[src/frds_pkg.sv]
// Constants, types and reset values of the fault retry/delay sequencer.
// Assumes a single 10 MHz clock and an AXI4-Lite master with 32-bit data.
package frds_pkg;
  localparam logic [7:0] FRDS_RESP_OFS = 8'h00;
  localparam logic [7:0] FRDS_UNIT_OFS = 8'h04;
  localparam logic [7:0] FRDS_CMD_OFS = 8'h08;
  localparam logic [7:0] FRDS_STAT_OFS = 8'h0c;
  localparam logic [7:0] FRDS_IST_OFS = 8'h10;
  localparam logic [7:0] FRDS_IMSK_OFS = 8'h14;
  localparam logic [7:0] FRDS_RESP_RST = 8'h80;
  localparam logic [15:0] FRDS_UNIT_RST = 16'h000a;
  localparam int FRDS_MODE_HI = 7;
  localparam int FRDS_MODE_LO = 6;
  localparam int FRDS_RTRY_HI = 5;
  localparam int FRDS_RTRY_LO = 3;
  localparam int FRDS_DLY_HI = 2;
  localparam int FRDS_DLY_LO = 0;
  localparam logic [1:0] FRDS_MODE_IGNORE = 2'h0;
  localparam logic [1:0] FRDS_MODE_CONT = 2'h1;
  localparam logic [1:0] FRDS_MODE_SHUT = 2'h2;
  localparam logic [1:0] FRDS_MODE_HOLD = 2'h3;
  localparam logic [2:0] FRDS_RTRY_NONE = 3'h0;
  localparam logic [2:0] FRDS_RTRY_CONT = 3'h7;
  localparam int FRDS_CMD_CLR = 0;
  localparam int FRDS_CMD_ON = 1;
  localparam int FRDS_EV_SHUT = 0;
  localparam int FRDS_EV_TRY = 1;
  localparam int FRDS_EV_LATCH = 2;
  localparam logic [1:0] FRDS_OKAY = 2'h0;
  localparam logic [1:0] FRDS_SLVERR = 2'h2;

  typedef enum logic [6:0] {
    FRDS_RUN = 7'h01,
    FRDS_GRACE = 7'h02,
    FRDS_HOLD = 7'h04,
    FRDS_WAIT = 7'h08,
    FRDS_PROBE = 7'h10,
    FRDS_LATCH = 7'h20,
    FRDS_OFF = 7'h40
  } frds_state_t;

  typedef struct packed {
    logic awvalid;
    logic [31:0] awaddr;
    logic wvalid;
    logic [31:0] wdata;
    logic [3:0] wstrb;
    logic bready;
    logic arvalid;
    logic [31:0] araddr;
    logic rready;
  } frds_axi_req_t;

  typedef struct packed {
    logic awready;
    logic wready;
    logic bvalid;
    logic [1:0] bresp;
    logic arready;
    logic rvalid;
    logic [31:0] rdata;
    logic [1:0] rresp;
  } frds_axi_rsp_t;

  typedef struct packed {
    frds_state_t st;
    logic [7:0] resp;
    logic [15:0] unit;
    logic on;
    logic [2:0] ist;
    logic [2:0] imsk;
    logic [15:0] ucnt;
    logic [7:0] ncnt;
    logic [2:0] tries;
    logic failed;
    logic out_en;
    logic irq;
    logic awready;
    logic wready;
    logic aw_got;
    logic w_got;
    logic [7:0] awaddr;
    logic [31:0] wdata;
    logic [3:0] wstrb;
    logic bvalid;
    logic [1:0] bresp;
    logic arready;
    logic rvalid;
    logic [1:0] rresp;
    logic [31:0] rdata;
  } frds_regs_t;

  localparam frds_regs_t FRDS_REGS_RST = '{
    st: FRDS_RUN, resp: FRDS_RESP_RST, unit: FRDS_UNIT_RST, on: 1'b1,
    out_en: 1'b1, awready: 1'b1, wready: 1'b1, arready: 1'b1,
    default: '0};
endpackage

[src/frds_seq.sv]
// Fault retry/delay sequencer with its AXI4-Lite register slave.
// Assumes fault inputs synchronous to sys_clk and a compliant bus master.
`timescale 1ns/1ns
module frds_seq (
  // Clock, reset and clock enable.
  input wire logic sys_clk,
  input wire logic rstn,
  input wire logic ce,
  // Register bus.
  input wire frds_pkg::frds_axi_req_t s_axi_req,
  output frds_pkg::frds_axi_rsp_t s_axi_rsp,
  // Fault inputs.
  input wire logic ov_fault,
  input wire logic other_fault,
  // Converter enable and interrupt.
  output logic out_en,
  output logic irq
);
  frds_pkg::frds_regs_t r_ff;
  frds_pkg::frds_regs_t nxt_r;
  logic tick;
  logic done;
  logic [7:0] span;

  ////////////////////////////////////////////////////////////////////////////
  always_comb begin
    logic clr;
    logic shut;
    logic attempt;
    logic [2:0] ev;
    logic [2:0] w1c;
    logic [1:0] mode;
    logic [2:0] rtry;
    clr = 1'b0;
    shut = 1'b0;
    attempt = 1'b0;
    ev = 3'h0;
    w1c = 3'h0;
    nxt_r = r_ff;
    mode = r_ff.resp[frds_pkg::FRDS_MODE_HI:frds_pkg::FRDS_MODE_LO];
    rtry = r_ff.resp[frds_pkg::FRDS_RTRY_HI:frds_pkg::FRDS_RTRY_LO];

    // Write address and data are taken independently, in either order.
    if (s_axi_req.awvalid && r_ff.awready) begin
      nxt_r.awready = 1'b0;
      nxt_r.aw_got = 1'b1;
      nxt_r.awaddr = s_axi_req.awaddr[7:0];
    end
    if (s_axi_req.wvalid && r_ff.wready) begin
      nxt_r.wready = 1'b0;
      nxt_r.w_got = 1'b1;
      nxt_r.wdata = s_axi_req.wdata;
      nxt_r.wstrb = s_axi_req.wstrb;
    end
    if (r_ff.aw_got && r_ff.w_got && !r_ff.bvalid) begin
      nxt_r.aw_got = 1'b0;
      nxt_r.w_got = 1'b0;
      nxt_r.bvalid = 1'b1;
      nxt_r.bresp = frds_pkg::FRDS_OKAY;
      case (r_ff.awaddr)
        frds_pkg::FRDS_RESP_OFS: begin
          if (r_ff.wstrb[0]) nxt_r.resp = r_ff.wdata[7:0];
        end
        frds_pkg::FRDS_UNIT_OFS: begin
          if (r_ff.wstrb[0]) nxt_r.unit[7:0] = r_ff.wdata[7:0];
          if (r_ff.wstrb[1]) nxt_r.unit[15:8] = r_ff.wdata[15:8];
        end
        frds_pkg::FRDS_CMD_OFS: begin
          if (r_ff.wstrb[0]) begin
            nxt_r.on = r_ff.wdata[frds_pkg::FRDS_CMD_ON];
            clr = r_ff.wdata[frds_pkg::FRDS_CMD_CLR];
          end
        end
        frds_pkg::FRDS_IST_OFS: begin
          if (r_ff.wstrb[0]) w1c = r_ff.wdata[2:0];
        end
        frds_pkg::FRDS_IMSK_OFS: begin
          if (r_ff.wstrb[0]) nxt_r.imsk = r_ff.wdata[2:0];
        end
        frds_pkg::FRDS_STAT_OFS: begin
        end
        default: begin
          nxt_r.bresp = frds_pkg::FRDS_SLVERR;
        end
      endcase
    end
    if (r_ff.bvalid && s_axi_req.bready) begin
      nxt_r.bvalid = 1'b0;
      nxt_r.awready = 1'b1;
      nxt_r.wready = 1'b1;
    end

    // Reads answer one cycle after the address is taken.
    if (s_axi_req.arvalid && r_ff.arready) begin
      nxt_r.arready = 1'b0;
      nxt_r.rvalid = 1'b1;
      nxt_r.rresp = frds_pkg::FRDS_OKAY;
      case (s_axi_req.araddr[7:0])
        frds_pkg::FRDS_RESP_OFS: nxt_r.rdata = {24'h000000, r_ff.resp};
        frds_pkg::FRDS_UNIT_OFS: nxt_r.rdata = {16'h0000, r_ff.unit};
        frds_pkg::FRDS_CMD_OFS: nxt_r.rdata = {30'h00000000, r_ff.on, 1'b0};
        frds_pkg::FRDS_STAT_OFS: begin
          nxt_r.rdata = {17'h00000, r_ff.failed, r_ff.on, r_ff.out_en, 1'b0,
                         r_ff.tries, 1'b0, r_ff.st};
        end
        frds_pkg::FRDS_IST_OFS: nxt_r.rdata = {29'h00000000, r_ff.ist};
        frds_pkg::FRDS_IMSK_OFS: nxt_r.rdata = {29'h00000000, r_ff.imsk};
        default: begin
          nxt_r.rdata = 32'h00000000;
          nxt_r.rresp = frds_pkg::FRDS_SLVERR;
        end
      endcase
    end
    if (r_ff.rvalid && s_axi_req.rready) begin
      nxt_r.rvalid = 1'b0;
      nxt_r.arready = 1'b1;
    end

    // Delay timer: a unit prescaler feeding a two-power unit count.
    tick = ({1'b0, r_ff.ucnt} + 17'h00001) >= {1'b0, r_ff.unit};
    span = 8'h01 << r_ff.resp[frds_pkg::FRDS_DLY_HI:frds_pkg::FRDS_DLY_LO];
    done = tick && (r_ff.ncnt == span - 8'h01);
    if (r_ff.st inside {frds_pkg::FRDS_GRACE, frds_pkg::FRDS_WAIT,
                        frds_pkg::FRDS_PROBE}) begin
      if (tick) begin
        nxt_r.ucnt = 16'h0000;
        nxt_r.ncnt = r_ff.ncnt + 8'h01;
      end else begin
        nxt_r.ucnt = r_ff.ucnt + 16'h0001;
      end
    end

    ////////////////////////////////////////////////////////////////////////
    case (r_ff.st)
      frds_pkg::FRDS_RUN: begin
        if (ov_fault) begin
          case (mode)
            frds_pkg::FRDS_MODE_IGNORE: begin
            end
            frds_pkg::FRDS_MODE_CONT: begin
              nxt_r.st = frds_pkg::FRDS_GRACE;
              nxt_r.ucnt = 16'h0000;
              nxt_r.ncnt = 8'h00;
            end
            frds_pkg::FRDS_MODE_SHUT: shut = 1'b1;
            frds_pkg::FRDS_MODE_HOLD: begin
              nxt_r.st = frds_pkg::FRDS_HOLD;
              nxt_r.out_en = 1'b0;
              ev[frds_pkg::FRDS_EV_SHUT] = 1'b1;
            end
            default: shut = 1'b1;
          endcase
        end
      end
      frds_pkg::FRDS_GRACE: begin
        if (!ov_fault) nxt_r.st = frds_pkg::FRDS_RUN;
        else if (done) shut = 1'b1;
      end
      frds_pkg::FRDS_HOLD: begin
        if (!ov_fault) begin
          nxt_r.st = frds_pkg::FRDS_RUN;
          nxt_r.out_en = 1'b1;
        end
      end
      frds_pkg::FRDS_WAIT: begin
        if (done) attempt = 1'b1;
      end
      frds_pkg::FRDS_PROBE: begin
        if (ov_fault) begin
          nxt_r.failed = 1'b1;
          nxt_r.out_en = 1'b0;
        end
        if (done) begin
          if (!(r_ff.failed || ov_fault)) begin
            nxt_r.st = frds_pkg::FRDS_RUN;
            nxt_r.tries = 3'h0;
          end else if (rtry == frds_pkg::FRDS_RTRY_CONT || r_ff.tries < rtry)
            attempt = 1'b1;
          else begin
            nxt_r.st = frds_pkg::FRDS_LATCH;
            nxt_r.out_en = 1'b0;
          end
        end
      end
      frds_pkg::FRDS_LATCH: begin
        nxt_r.out_en = 1'b0;
        if (clr) begin
          nxt_r.st = frds_pkg::FRDS_RUN;
          nxt_r.out_en = 1'b1;
        end
      end
      frds_pkg::FRDS_OFF: begin
        nxt_r.out_en = 1'b0;
        if (r_ff.on) begin
          nxt_r.st = frds_pkg::FRDS_RUN;
          nxt_r.out_en = 1'b1;
        end
      end
      default: begin
        nxt_r.st = frds_pkg::FRDS_OFF;
        nxt_r.out_en = 1'b0;
      end
    endcase

    if (shut) begin
      nxt_r.out_en = 1'b0;
      nxt_r.tries = 3'h0;
      nxt_r.ucnt = 16'h0000;
      nxt_r.ncnt = 8'h00;
      ev[frds_pkg::FRDS_EV_SHUT] = 1'b1;
      if (rtry == frds_pkg::FRDS_RTRY_NONE) nxt_r.st = frds_pkg::FRDS_LATCH;
      else nxt_r.st = frds_pkg::FRDS_WAIT;
    end
    if (attempt) begin
      nxt_r.st = frds_pkg::FRDS_PROBE;
      nxt_r.out_en = 1'b1;
      nxt_r.failed = 1'b0;
      nxt_r.ucnt = 16'h0000;
      nxt_r.ncnt = 8'h00;
      if (r_ff.tries != 3'h7) nxt_r.tries = r_ff.tries + 3'h1;
      ev[frds_pkg::FRDS_EV_TRY] = 1'b1;
    end
    // A different fault during the retry sequence ends it for good.
    if (other_fault && (r_ff.st inside {frds_pkg::FRDS_WAIT,
                                        frds_pkg::FRDS_PROBE})) begin
      nxt_r.st = frds_pkg::FRDS_LATCH;
      nxt_r.out_en = 1'b0;
    end
    // Commanding the output off overrides every other outcome.
    if (!nxt_r.on) begin
      nxt_r.st = frds_pkg::FRDS_OFF;
      nxt_r.out_en = 1'b0;
      nxt_r.tries = 3'h0;
      nxt_r.failed = 1'b0;
    end
    if (nxt_r.st == frds_pkg::FRDS_LATCH && r_ff.st != frds_pkg::FRDS_LATCH)
      ev[frds_pkg::FRDS_EV_LATCH] = 1'b1;

    // New events win over a simultaneous write-one-to-clear.
    nxt_r.ist = (r_ff.ist & ~w1c) | ev;
    nxt_r.irq = |(nxt_r.ist & nxt_r.imsk);
  end

  ////////////////////////////////////////////////////////////////////////////
  always_ff @(posedge sys_clk or negedge rstn) begin
    if (!rstn) begin
      r_ff <= frds_pkg::FRDS_REGS_RST;
    end else if (ce) begin
      r_ff <= nxt_r;
    end
  end

  assign out_en = r_ff.out_en;
  assign irq = r_ff.irq;
  assign s_axi_rsp.awready = r_ff.awready;
  assign s_axi_rsp.wready = r_ff.wready;
  assign s_axi_rsp.bvalid = r_ff.bvalid;
  assign s_axi_rsp.bresp = r_ff.bresp;
  assign s_axi_rsp.arready = r_ff.arready;
  assign s_axi_rsp.rvalid = r_ff.rvalid;
  assign s_axi_rsp.rdata = r_ff.rdata;
  assign s_axi_rsp.rresp = r_ff.rresp;
endmodule // frds_seq

[config.mk]
export PLATFORM = sky130hd
export DESIGN_NAME = frds_seq
export DESIGN_NICKNAME = d
export VERILOG_FILES = /design/src/frds_pkg.sv /design/src/frds_seq.sv
export SDC_FILE = /design/constraint.sdc
export NUM_CORES = 1
export LEC_CHECK = 0
export ABC_AREA = 1
export ABC_CLOCK_PERIOD_IN_PS = 3700
export CORE_UTILIZATION = 50
export DETAILED_ROUTE_END_ITERATION = 7
export DONT_BUFFER_PORTS = 1
export HOLD_SLACK_MARGIN = 0.03
export SYNTH_ARGS = -nofsm -noshare
export SYNTH_HDL_FRONTEND = slang
export SYNTH_SLANG_ARGS = --single-unit
[constraint.sdc]
create_clock -name sys_clk -period 3.7 [get_ports sys_clk]
set_input_delay 0.555 -clock sys_clk [delete_from_list [all_inputs] [get_ports sys_clk]]
set_output_delay 0.555 -clock sys_clk [all_outputs]
set_load 0.03 [all_outputs]
==> results.txt, run 1 <==
- The analysis attributes to net switching a power of 1990 uW.
- Cell at the root of the clock tree: sky130_fd_sc_hd__clkbuf_16
* Number of DRC markers in iteration 0: around 500
- Multi-input gate area in the final layout: ~3700 um2
- Largest net degree at the start of global routing: 120
- Number of cells traversed by the worst register-to-register path: 26
- Mean routed wirelength per cell: around 18 um
- Part of the total power dissipated in sequential elements: 0.359
- Synthesized-area fraction occupied by and/or/nand/nor cells: 0.239
- Setup repair after global routing could not meet its margin everywhere.
* Maximum achievable frequency: between 0.2 and 0.3 GHz
- The max-slew violation count came to 0.
* Overall power: roughly 5200 uW
* DP HPWL: around 14 mm
- Slew of the pin with the lowest slew margin: approximately 1.1 ns
* CTS Buf Count: 17
* Clock tree from TritonCTS: built
- Of the total synthesized cell area, the portion taken by XOR and XNOR cells is 0.0179.
- Status: finished, final reports clean
- The first global-routing pass estimated between 30 and 40 mm of wire.
- The synthesized design contains between 100 and 150 register bits.
- Pin placement for this block handled around 150 I/O pins.
* Share of async-settable or async-resettable flops after synthesis: 1.00
- The share of total power dissipated in the clock network is 0.308.
* Number of global-route vias before repair: about 6000
- Routability Congestion: roughly 0.89
- Combinational family with the most area after synthesis: simple AND/OR/NAND/NOR gates
- Total gr overflow: 0
* Clock-pin slew on the worst setup and hold paths: approximately 0.060 ns
- Counting along the longest clock path gives a buffer depth of 2.
- Final critical-path share of the clock period: 0.971
- The area growth from synthesis to layout is 13.6%.
* Classification of the worst-slack hold path: in2async
- Across the VDD grid, the largest voltage drop is between 0.4 and 0.5 mV.
- Fraction of power spent switching nets: 0.381
- Fraction of layout cells with a size suffix above 1: 0.187
* Drt pass-1 iters: 5
- Dividing the detail-routed via count by the number of cells gives approximately 5.6.
* Fraction of power consumed by combinational cells: 0.333
- The initial utilization of the core area, before any placement, comes to 0.520.
* Arrival time of the worst setup path: around 3.9 ns
- Number of antenna violations at the first check in global routing: 0
- Part of the Yosys area used for sequential elements: 0.408
- On the final layout, the worst hold slack is 0.0781 ns.
* Setup CP Type: reg2reg
- Die Area: around 15000 um2
- Synth Area in Compound Gates: 0.166
* Clock net sink count: 119
- The floorplan step set the die width to approximately 120 um.
- Reg-to-reg slack, setup: between 0.1 and 0.15 ns
* Synth Area per Inst: ~8 um2
- The mapped netlist covers 7330 um2.
* Count of unique library cells instantiated by Yosys: 60
- The worst register-to-register path ends at r_ff[109]$_DFFE_PN0P_.
- Post-synthesis mux area share: 0.00307
* Count of H-tree levels built during CTS: 4
- The routed design could run at a clock period as short as about 3.6 ns.
- Post-Place Cells: 1079
- Die Height: between 100 and 150 um
- Number of fill cells in the layout: 1266
- The hold violation count in the final report came to 0.
- Internal power comes to 3240 uW.
- The floorplan step defined a core boundary enclosing between 10000 and 15000 um2.
- The synthesized design contains 0 enable-type register cells.
* Worst-Skew Late Latency: 0.42 ns
- Yosys printed 0 warnings.
- The floorplan has 43 rows.
- For this run, the number of standard cells in the final layout without fillers is about 1100.
- Power per cell area: 627 nW/um2
* MaxCap Viol Count: 0
* Main synth FF type: sky130_fd_sc_hd__dfrtp_1
- Of the total synthesized cell area, the portion taken by full adders, half adders and majority gates is 0.0392.
- Endpoint class of the critical path: flip-flop
- Leaving out fill and tap cells, the most frequent cells in the layout are sky130_fd_sc_hd__nand2_1 (200), sky130_fd_sc_hd__inv_1 (123), sky130_fd_sc_hd__dfrtp_1 (109), sky130_fd_sc_hd__o21ai_0 (97), sky130_fd_sc_hd__nand3_1 (37).
* Synthesized instance count: between 900 and 1000
* Final Core Density: 0.591
- Layout Skew: about 0.0091 ns
* Leading cell type in the layout, fill and taps excluded: sky130_fd_sc_hd__nand2_1
- Count of antenna-violating nets left after detailed routing: 0
- Number of I/O port buffers: 0
* Total inserted antenna cells: 0
* Required time of the critical path: a little over 4 ns
- In this run the static leakage power is 0.00387 uW.
- In the final layout, flip-flops and latches occupy between 2000 and 3000 um2.
* Vias post-DR: 6313
- In this run the tightest slew margin relative to its limit is 0.298.
* Setup TNS after final layout: 0 ns
* Source of the worst register-to-register timing path: r_ff[101]$_DFFE_PN0P_
- DRC violation count after routing: 0
* Final setup violating endpoints: 0
* Category of the worst setup path launch point: flip-flop
- Along the worst path, the maximum fanout reaches 7.
- The final layout contains 1063 nets.
- Overall routed net length: 19.8 mm
- For this run, the total global-route usage over all layers was measured as 0.273.
[how the worst max path moves through the flow]
stage,start,to,slack (ns),cells after the start
after floorplan,r_ff[101]$_DFFE_PN0P_,r_ff[108]$_DFFE_PN0P_,0.40,26
after global placement,r_ff[101]$_DFFE_PN0P_,r_ff[108]$_DFFE_PN0P_,0.11,26
after detailed placement,r_ff[103]$_DFFE_PN0P_,r_ff[108]$_DFFE_PN0P_,0.07,24
after CTS,r_ff[103]$_DFFE_PN0P_,r_ff[110]$_DFFE_PN0P_,0.01,24
after global routing,r_ff[101]$_DFFE_PN0P_,irq$_DFFE_PN0P_,-0.08,29
final,r_ff[101]$_DFFE_PN0P_,r_ff[109]$_DFFE_PN0P_,0.11,26
[metal layers]
| layer | share of wire | wire, um | up-vias | track usage |
|---|---|---|---|---|
| li1 | - | - | 3020 | - |
| met1 | 0.47 | 9220 | 3040 | 0.379 |
| met2 | 0.45 | 8970 | 232 | 0.428 |
| met3 | 0.068 | 1340 | 21 | 0.0673 |
| met4 | 0.013 | 257 | 0 | 0.0708 |
| met5 | 0 | 0 | - | 0 |
[state kept, by name, indices dropped and copies added, names as in the netlist]
name	flops
r_ff	94
s_axi_rsp	23
irq	1
out_en	1
[cell families after synthesis]
group	after synthesis
compound gates	194
other cells	1
mux	2
fa+ha+maj	23
xor+xnor	15
buf+inv	201
flops	119
simple gates	360
[power groups by stage]
stage / Sequential (uW) / Clock, uW / Combinational [uW]
floorplan: 1790 / 0 / 1240
global placement: 1880 / 0 / 1490
detailed placement: 1880 / 0 / 1550
CTS: 1870 / 1630 / 1590
global route: 1910 / 1700 / 1960
finish: 1880 / 1610 / 1740
[worst max-delay path, stage by stage, from the launching register on]
cell and delay (ns):
sky130_fd_sc_hd__dfrtp_1 0.39, sky130_fd_sc_hd__ha_2 0.22, sky130_fd_sc_hd__nand3_2 0.11, sky130_fd_sc_hd__nor2_2 0.15, sky130_fd_sc_hd__nand2_1 0.09, sky130_fd_sc_hd__nor2_2 0.18
sky130_fd_sc_hd__nand3_4 0.13, sky130_fd_sc_hd__nor2_4 0.16, sky130_fd_sc_hd__xor2_2 0.19, sky130_fd_sc_hd__inv_2 0.07, sky130_fd_sc_hd__ha_4 0.22, sky130_fd_sc_hd__nand2_2 0.06
sky130_fd_sc_hd__inv_2 0.04, sky130_fd_sc_hd__nand2_2 0.06, sky130_fd_sc_hd__nor2_2 0.04, sky130_fd_sc_hd__a31o_1 0.22, sky130_fd_sc_hd__a21oi_2 0.16, sky130_fd_sc_hd__nand2_4 0.10
sky130_fd_sc_hd__nand2_4 0.09, sky130_fd_sc_hd__nand2_4 0.06, sky130_fd_sc_hd__nand2_4 0.11, sky130_fd_sc_hd__inv_8 0.05, sky130_fd_sc_hd__nor2_8 0.14, sky130_fd_sc_hd__nand2_8 0.11
sky130_fd_sc_hd__buf_6 0.16, sky130_fd_sc_hd__buf_4 0.13, sky130_fd_sc_hd__o22ai_2 0.07
[synth_stat cells (2+ instances only)]
cell                       count  area, um2
sky130_fd_sc_hd__a211oi_1      3       22.5
sky130_fd_sc_hd__a21oi_1      20        100
sky130_fd_sc_hd__a22o_1        3       26.3
sky130_fd_sc_hd__a22oi_1       6       45.0
sky130_fd_sc_hd__a31oi_1       5       31.3
sky130_fd_sc_hd__a32oi_1       4       35.0
sky130_fd_sc_hd__buf_4        41        308
sky130_fd_sc_hd__clkbuf_1     17       63.8
sky130_fd_sc_hd__dfrtp_1     110       2750
sky130_fd_sc_hd__dfstp_2       9        236
sky130_fd_sc_hd__ha_1         23        288
sky130_fd_sc_hd__inv_1       128        480
sky130_fd_sc_hd__inv_2        10       37.5
sky130_fd_sc_hd__mux2_2        2       22.5
sky130_fd_sc_hd__nand2_1     204        766
sky130_fd_sc_hd__nand2_2       2       12.5
sky130_fd_sc_hd__nand2_4       5       56.3
sky130_fd_sc_hd__nand3_1      39        195
sky130_fd_sc_hd__nand3_2       2       20.0
sky130_fd_sc_hd__nand3b_1      8       60.1
sky130_fd_sc_hd__nand4_1      16        100
sky130_fd_sc_hd__nor2_1       34        128
sky130_fd_sc_hd__nor2_2        7       43.8
sky130_fd_sc_hd__nor2_8        2       40.0
sky130_fd_sc_hd__nor3_1       20        100
sky130_fd_sc_hd__nor3_2        3       30.0
sky130_fd_sc_hd__nor4_1        5       31.3
sky130_fd_sc_hd__nor4_2        3       37.5
sky130_fd_sc_hd__nor4_4        2       42.5
sky130_fd_sc_hd__o211ai_1      3       22.5
sky130_fd_sc_hd__o211ai_2      4       50.1
sky130_fd_sc_hd__o21a_1        3       22.5
sky130_fd_sc_hd__o21ai_0      98        490
sky130_fd_sc_hd__o21ai_1       6       30.0
sky130_fd_sc_hd__o21ai_2       4       35.0
sky130_fd_sc_hd__o22ai_1      13       81.3
sky130_fd_sc_hd__o22ai_2      10        125
sky130_fd_sc_hd__o31ai_1       6       45.0
sky130_fd_sc_hd__xor2_1       14        123
[stage by stage]
stage / cell area [um2] / setup WS [ns]
2_1_floorplan: 7400 / 0.397
3_3_place_gp: 7450 / 0.106
3_5_place_dp: 7450 / 0.0719
4_1_cts: 8060 / 0.0120
5_1_grt: 8330 / -0.0804
6_report: 8330 / 0.106
[what timing repair did]
action / in CTS / in global routing
setup endpoints to repair: 0 / 37
gates resized for setup: 0 / 46
hold endpoints to repair: 119 / 0
buffers inserted: 0 / 11
hold buffers: 1 / 0
[area by class of cell]
type	count	share of cell area
multi-input combinational	612	0.438
sequential	119	0.359
inverter	140	0.0646
clock buffer	20	0.0548
timing repair buffer	40	0.0422
tap	180	0.0270
clock inverter	12	0.0143
Note: power is estimated with default switching activity, not from simulation.
==> run 2, diff against run 1 <==
--- a/config.mk
+++ b/config.mk
@@ -11,6 +11,7 @@
 export DETAILED_ROUTE_END_ITERATION = 7
 export DONT_BUFFER_PORTS = 1
 export HOLD_SLACK_MARGIN = 0.03
+export MAX_ROUTING_LAYER = met4
 export SYNTH_ARGS = -nofsm -noshare
 export SYNTH_HDL_FRONTEND = slang
 export SYNTH_SLANG_ARGS = --single-unit
==> results.txt, run 2 (synthesis gave the netlist of run 1 again) <==
- The maximum net fanout on the critical path came to 6 (-1).
- The worst setup path is launched from a flip-flop.
* Number of global-route vias before repair: 6050 (+0.73%)
* Placeable Area: 14100 um2 (unchanged)
* Clock-pin slew on the worst setup and hold paths: 0.06 ns (about the same)
- Maximum achievable frequency: 0.281 GHz (+0.85%)
- Routability Congestion: 0.891 (+0.39%)
- Classification of the worst-slack hold path: in2async
* Worst-Skew Late Latency: 0.43 ns (about the same)
- The total routed wirelength came to 19.8 mm (-0.15%).
- The worst relative slew slack came to 0.450 (+0.153).
- Worst slack at placement: 0.0394 ns (-0.0325 ns)
- Cell at the root of the clock tree: sky130_fd_sc_hd__clkbuf_16
- The pin count of the biggest net entering global routing is 120 (unchanged).
- The cell leakage power was 0.00382 uW (-1.4%).
- GRT Util Overall: 0.282 (+0.00890)
- Setup TNS after final layout: 0 ns (unchanged)
* Number of antenna violations at the first check in global routing: 0 (unchanged)
* Vias post-DR: 6278 (-0.55%)
* Final critical-path share of the clock period: 0.963 (-0.00814)
- Count of H-tree levels built during CTS: 4 (unchanged)
* CTS Buf Count: 17 (unchanged)
* Pins over their slew limit: 0 (unchanged)
* Final setup violating endpoints: 0 (unchanged)
- The library cells used most frequently in the layout, excluding fill and tap cells, are sky130_fd_sc_hd__nand2_1 (200), sky130_fd_sc_hd__inv_1 (125), sky130_fd_sc_hd__dfrtp_1 (109), sky130_fd_sc_hd__o21ai_0 (95), sky130_fd_sc_hd__nand3_1 (37).
* Drt pass-1 iters: 7 (+2)
- Maximum buffer depth of the clock tree: 2 (unchanged)
- The first-pass GRT wire length is 31.0 mm (+0.22%).
* Number of DRC markers in iteration 0: 522 (+4.2%)
* Fraction of power spent switching nets: 0.386 (+0.00525)
- Number of I/O port buffers: 0 (unchanged)
- Flip-flop count of the largest register, all copies and words added: 94 (unchanged)
* Endpoint class of the critical path: flip-flop
- The initial cell density of the core is 0.520 (unchanged).
- The filler-free cell count of the finished design came to 1121 (-0.18%).
- The top-level port count was 153 (unchanged).
- The share of power burned in registers was 0.365 (+0.006).
- Area Overhead vs Synth: 12.7%
- The cell area after placement was 7430 um2 (-0.30%).
- The cell internal power dissipation is 3160 uW (-2.3%).
- The slew at the pin closest to its max-slew limit is 0.822 ns (-0.231 ns).
- DP HPWL: 14.5 mm (+0.71%)
- The number of instances in the placed design was 1076 (-0.28%).
- The critical path data arrival time came to 3.91 ns (-0.03 ns).
* MaxCap Viol Count: 0 (unchanged)
- The hold violation count in the final report was 0 (unchanged).
- Total gr overflow: 0 (unchanged)
- By startpoint and endpoint, the worst setup path is classified as reg2reg.
- TritonCTS built the clock tree.
- The final worst slack was 0.137 ns (+0.0301 ns).
* Leading cell type in the layout, fill and taps excluded: sky130_fd_sc_hd__nand2_1
* Vias per inst: 5.60 (-0.38%)
* Register with the most flip-flops: r_ff
- Finished Cell Area: 8270 um2 (-0.78%)
- Overall power: 5150 uW (-1.4%)
* Fraction of power consumed by combinational cells: 0.329 (-0.004)
* Maximum vdd drop: 0.474 mV (-2.7%)
- The clock sink count is 119 (unchanged).
- The overall die height came to 123 um (unchanged).
* Clock period minus final worst setup slack: 3.56 ns (-0.0301 ns)
* Total inserted antenna cells: 0 (unchanged)
- Power per cell area: 623 nW/um2 (-0.67%)
- The run finished with clean final reports.
- Psw: 1990 uW (about the same)
- Die extent in x: 123 um (unchanged)
- Placement Rows: 43 (unchanged)
* DRC violation count after routing: 0 (unchanged)
* Mean routed wirelength per cell: 17.6 um (about the same)
- The clock tree skew after final layout was 0.00906 ns (-0.0000198 ns).
- Setup repair after global routing could not meet its margin everywhere.
- Fraction of layout cells with a size suffix above 1: 0.176 (-0.0102)
- Required time of the critical path: 4.05 ns (about the same)
- The remaining antenna violation count came to 0 (unchanged).
- Number of nets in the finished design: 1061 (-0.19%)
- Die Area: 15200 um2 (unchanged)
* Relative contribution of the clock network to total power: 0.306 (-0.002)
run 2: repair_timing:
item	in CTS	in global routing
setup endpoints to repair	0	37
buffers inserted	0	11
hold buffers	1	0
endpoints found under the hold margin	119	0
resized for setup	0	38
run 2: metrics by stage:
step	utilization	hold slack (ns)
global route	0.587	0.135
detailed placement	0.527	0.262
finish	0.587	0.0873
CTS	0.569	0.122
global placement	0.527	0.262
floorplan	-	0.259
run 2: path summary, 6_finish.rpt:
check / from / endpoint / slack (ns) / cells after the start
setup / recovery: r_ff[102]$_DFFE_PN0P_ / r_ff[109]$_DFFE_PN0P_ / 0.14 / 24
max in group asynchronous: rstn / r_ff[99]$_DFFE_PN0P_ / 3.16 / 1
hold reg to reg: r_ff[81]$_DFFE_PN0P_ / r_ff[81]$_DFFE_PN0P_ / 0.47 / 2
setup reg to reg: r_ff[102]$_DFFE_PN0P_ / r_ff[109]$_DFFE_PN0P_ / 0.14 / 24
hold / removal: rstn / r_ff[151]$_DFFE_PN0P_ / 0.09 / 1
min in group sys_clk: ce / r_ff[123]$_DFFE_PN1P_ / 0.23 / 1
run 2: power by group through the flow:
stage          clock network, uW  logic, uW  registers, uW
6_report                    1570       1690           1880
5_1_grt                     1650       1910           1920
4_1_cts                     1590       1580           1870
3_5_place_dp                   0       1540           1890
3_3_place_gp                   0       1480           1880
2_1_floorplan                  0       1240           1790
run 2: critical path: stages (launching register included):
cell	delay (ns)
sky130_fd_sc_hd__dfrtp_1	0.43
sky130_fd_sc_hd__inv_2	0.08
sky130_fd_sc_hd__nor3_4	0.21
sky130_fd_sc_hd__nand4_1	0.15
sky130_fd_sc_hd__buf_4	0.17
sky130_fd_sc_hd__nor3_2	0.10
sky130_fd_sc_hd__nand4_1	0.14
sky130_fd_sc_hd__nor3_2	0.22
sky130_fd_sc_hd__xor2_1	0.15
sky130_fd_sc_hd__inv_1	0.10
sky130_fd_sc_hd__ha_4	0.23
sky130_fd_sc_hd__nand2_1	0.06
sky130_fd_sc_hd__nor2_1	0.04
sky130_fd_sc_hd__a31o_1	0.18
sky130_fd_sc_hd__a21oi_2	0.15
sky130_fd_sc_hd__nand2_4	0.10
sky130_fd_sc_hd__nand2_4	0.09
sky130_fd_sc_hd__nand2_4	0.06
sky130_fd_sc_hd__nand2_4	0.11
sky130_fd_sc_hd__inv_8	0.05
sky130_fd_sc_hd__nor2_8	0.15
sky130_fd_sc_hd__buf_4	0.16
sky130_fd_sc_hd__nand2_4	0.08
sky130_fd_sc_hd__buf_4	0.16
sky130_fd_sc_hd__o22ai_2	0.08
run 2: final cells by class:
cell class,instances,area (um2)
clock inverters,13,124
fillers,1295,5830
repair buffers,37,314
inverters,140,538
well taps,180,225
clock buffers,19,433
multi-input cells,613,3640
flip-flops and latches,119,2990
run 2: routing by layer:
metal,track usage,vias up,share of wire
met5,-,-,0
met4,0.0956,0,0.022
met1,0.382,3012,0.46
met2,0.425,216,0.45
li1,-,3019,-
met3,0.0540,31,0.066
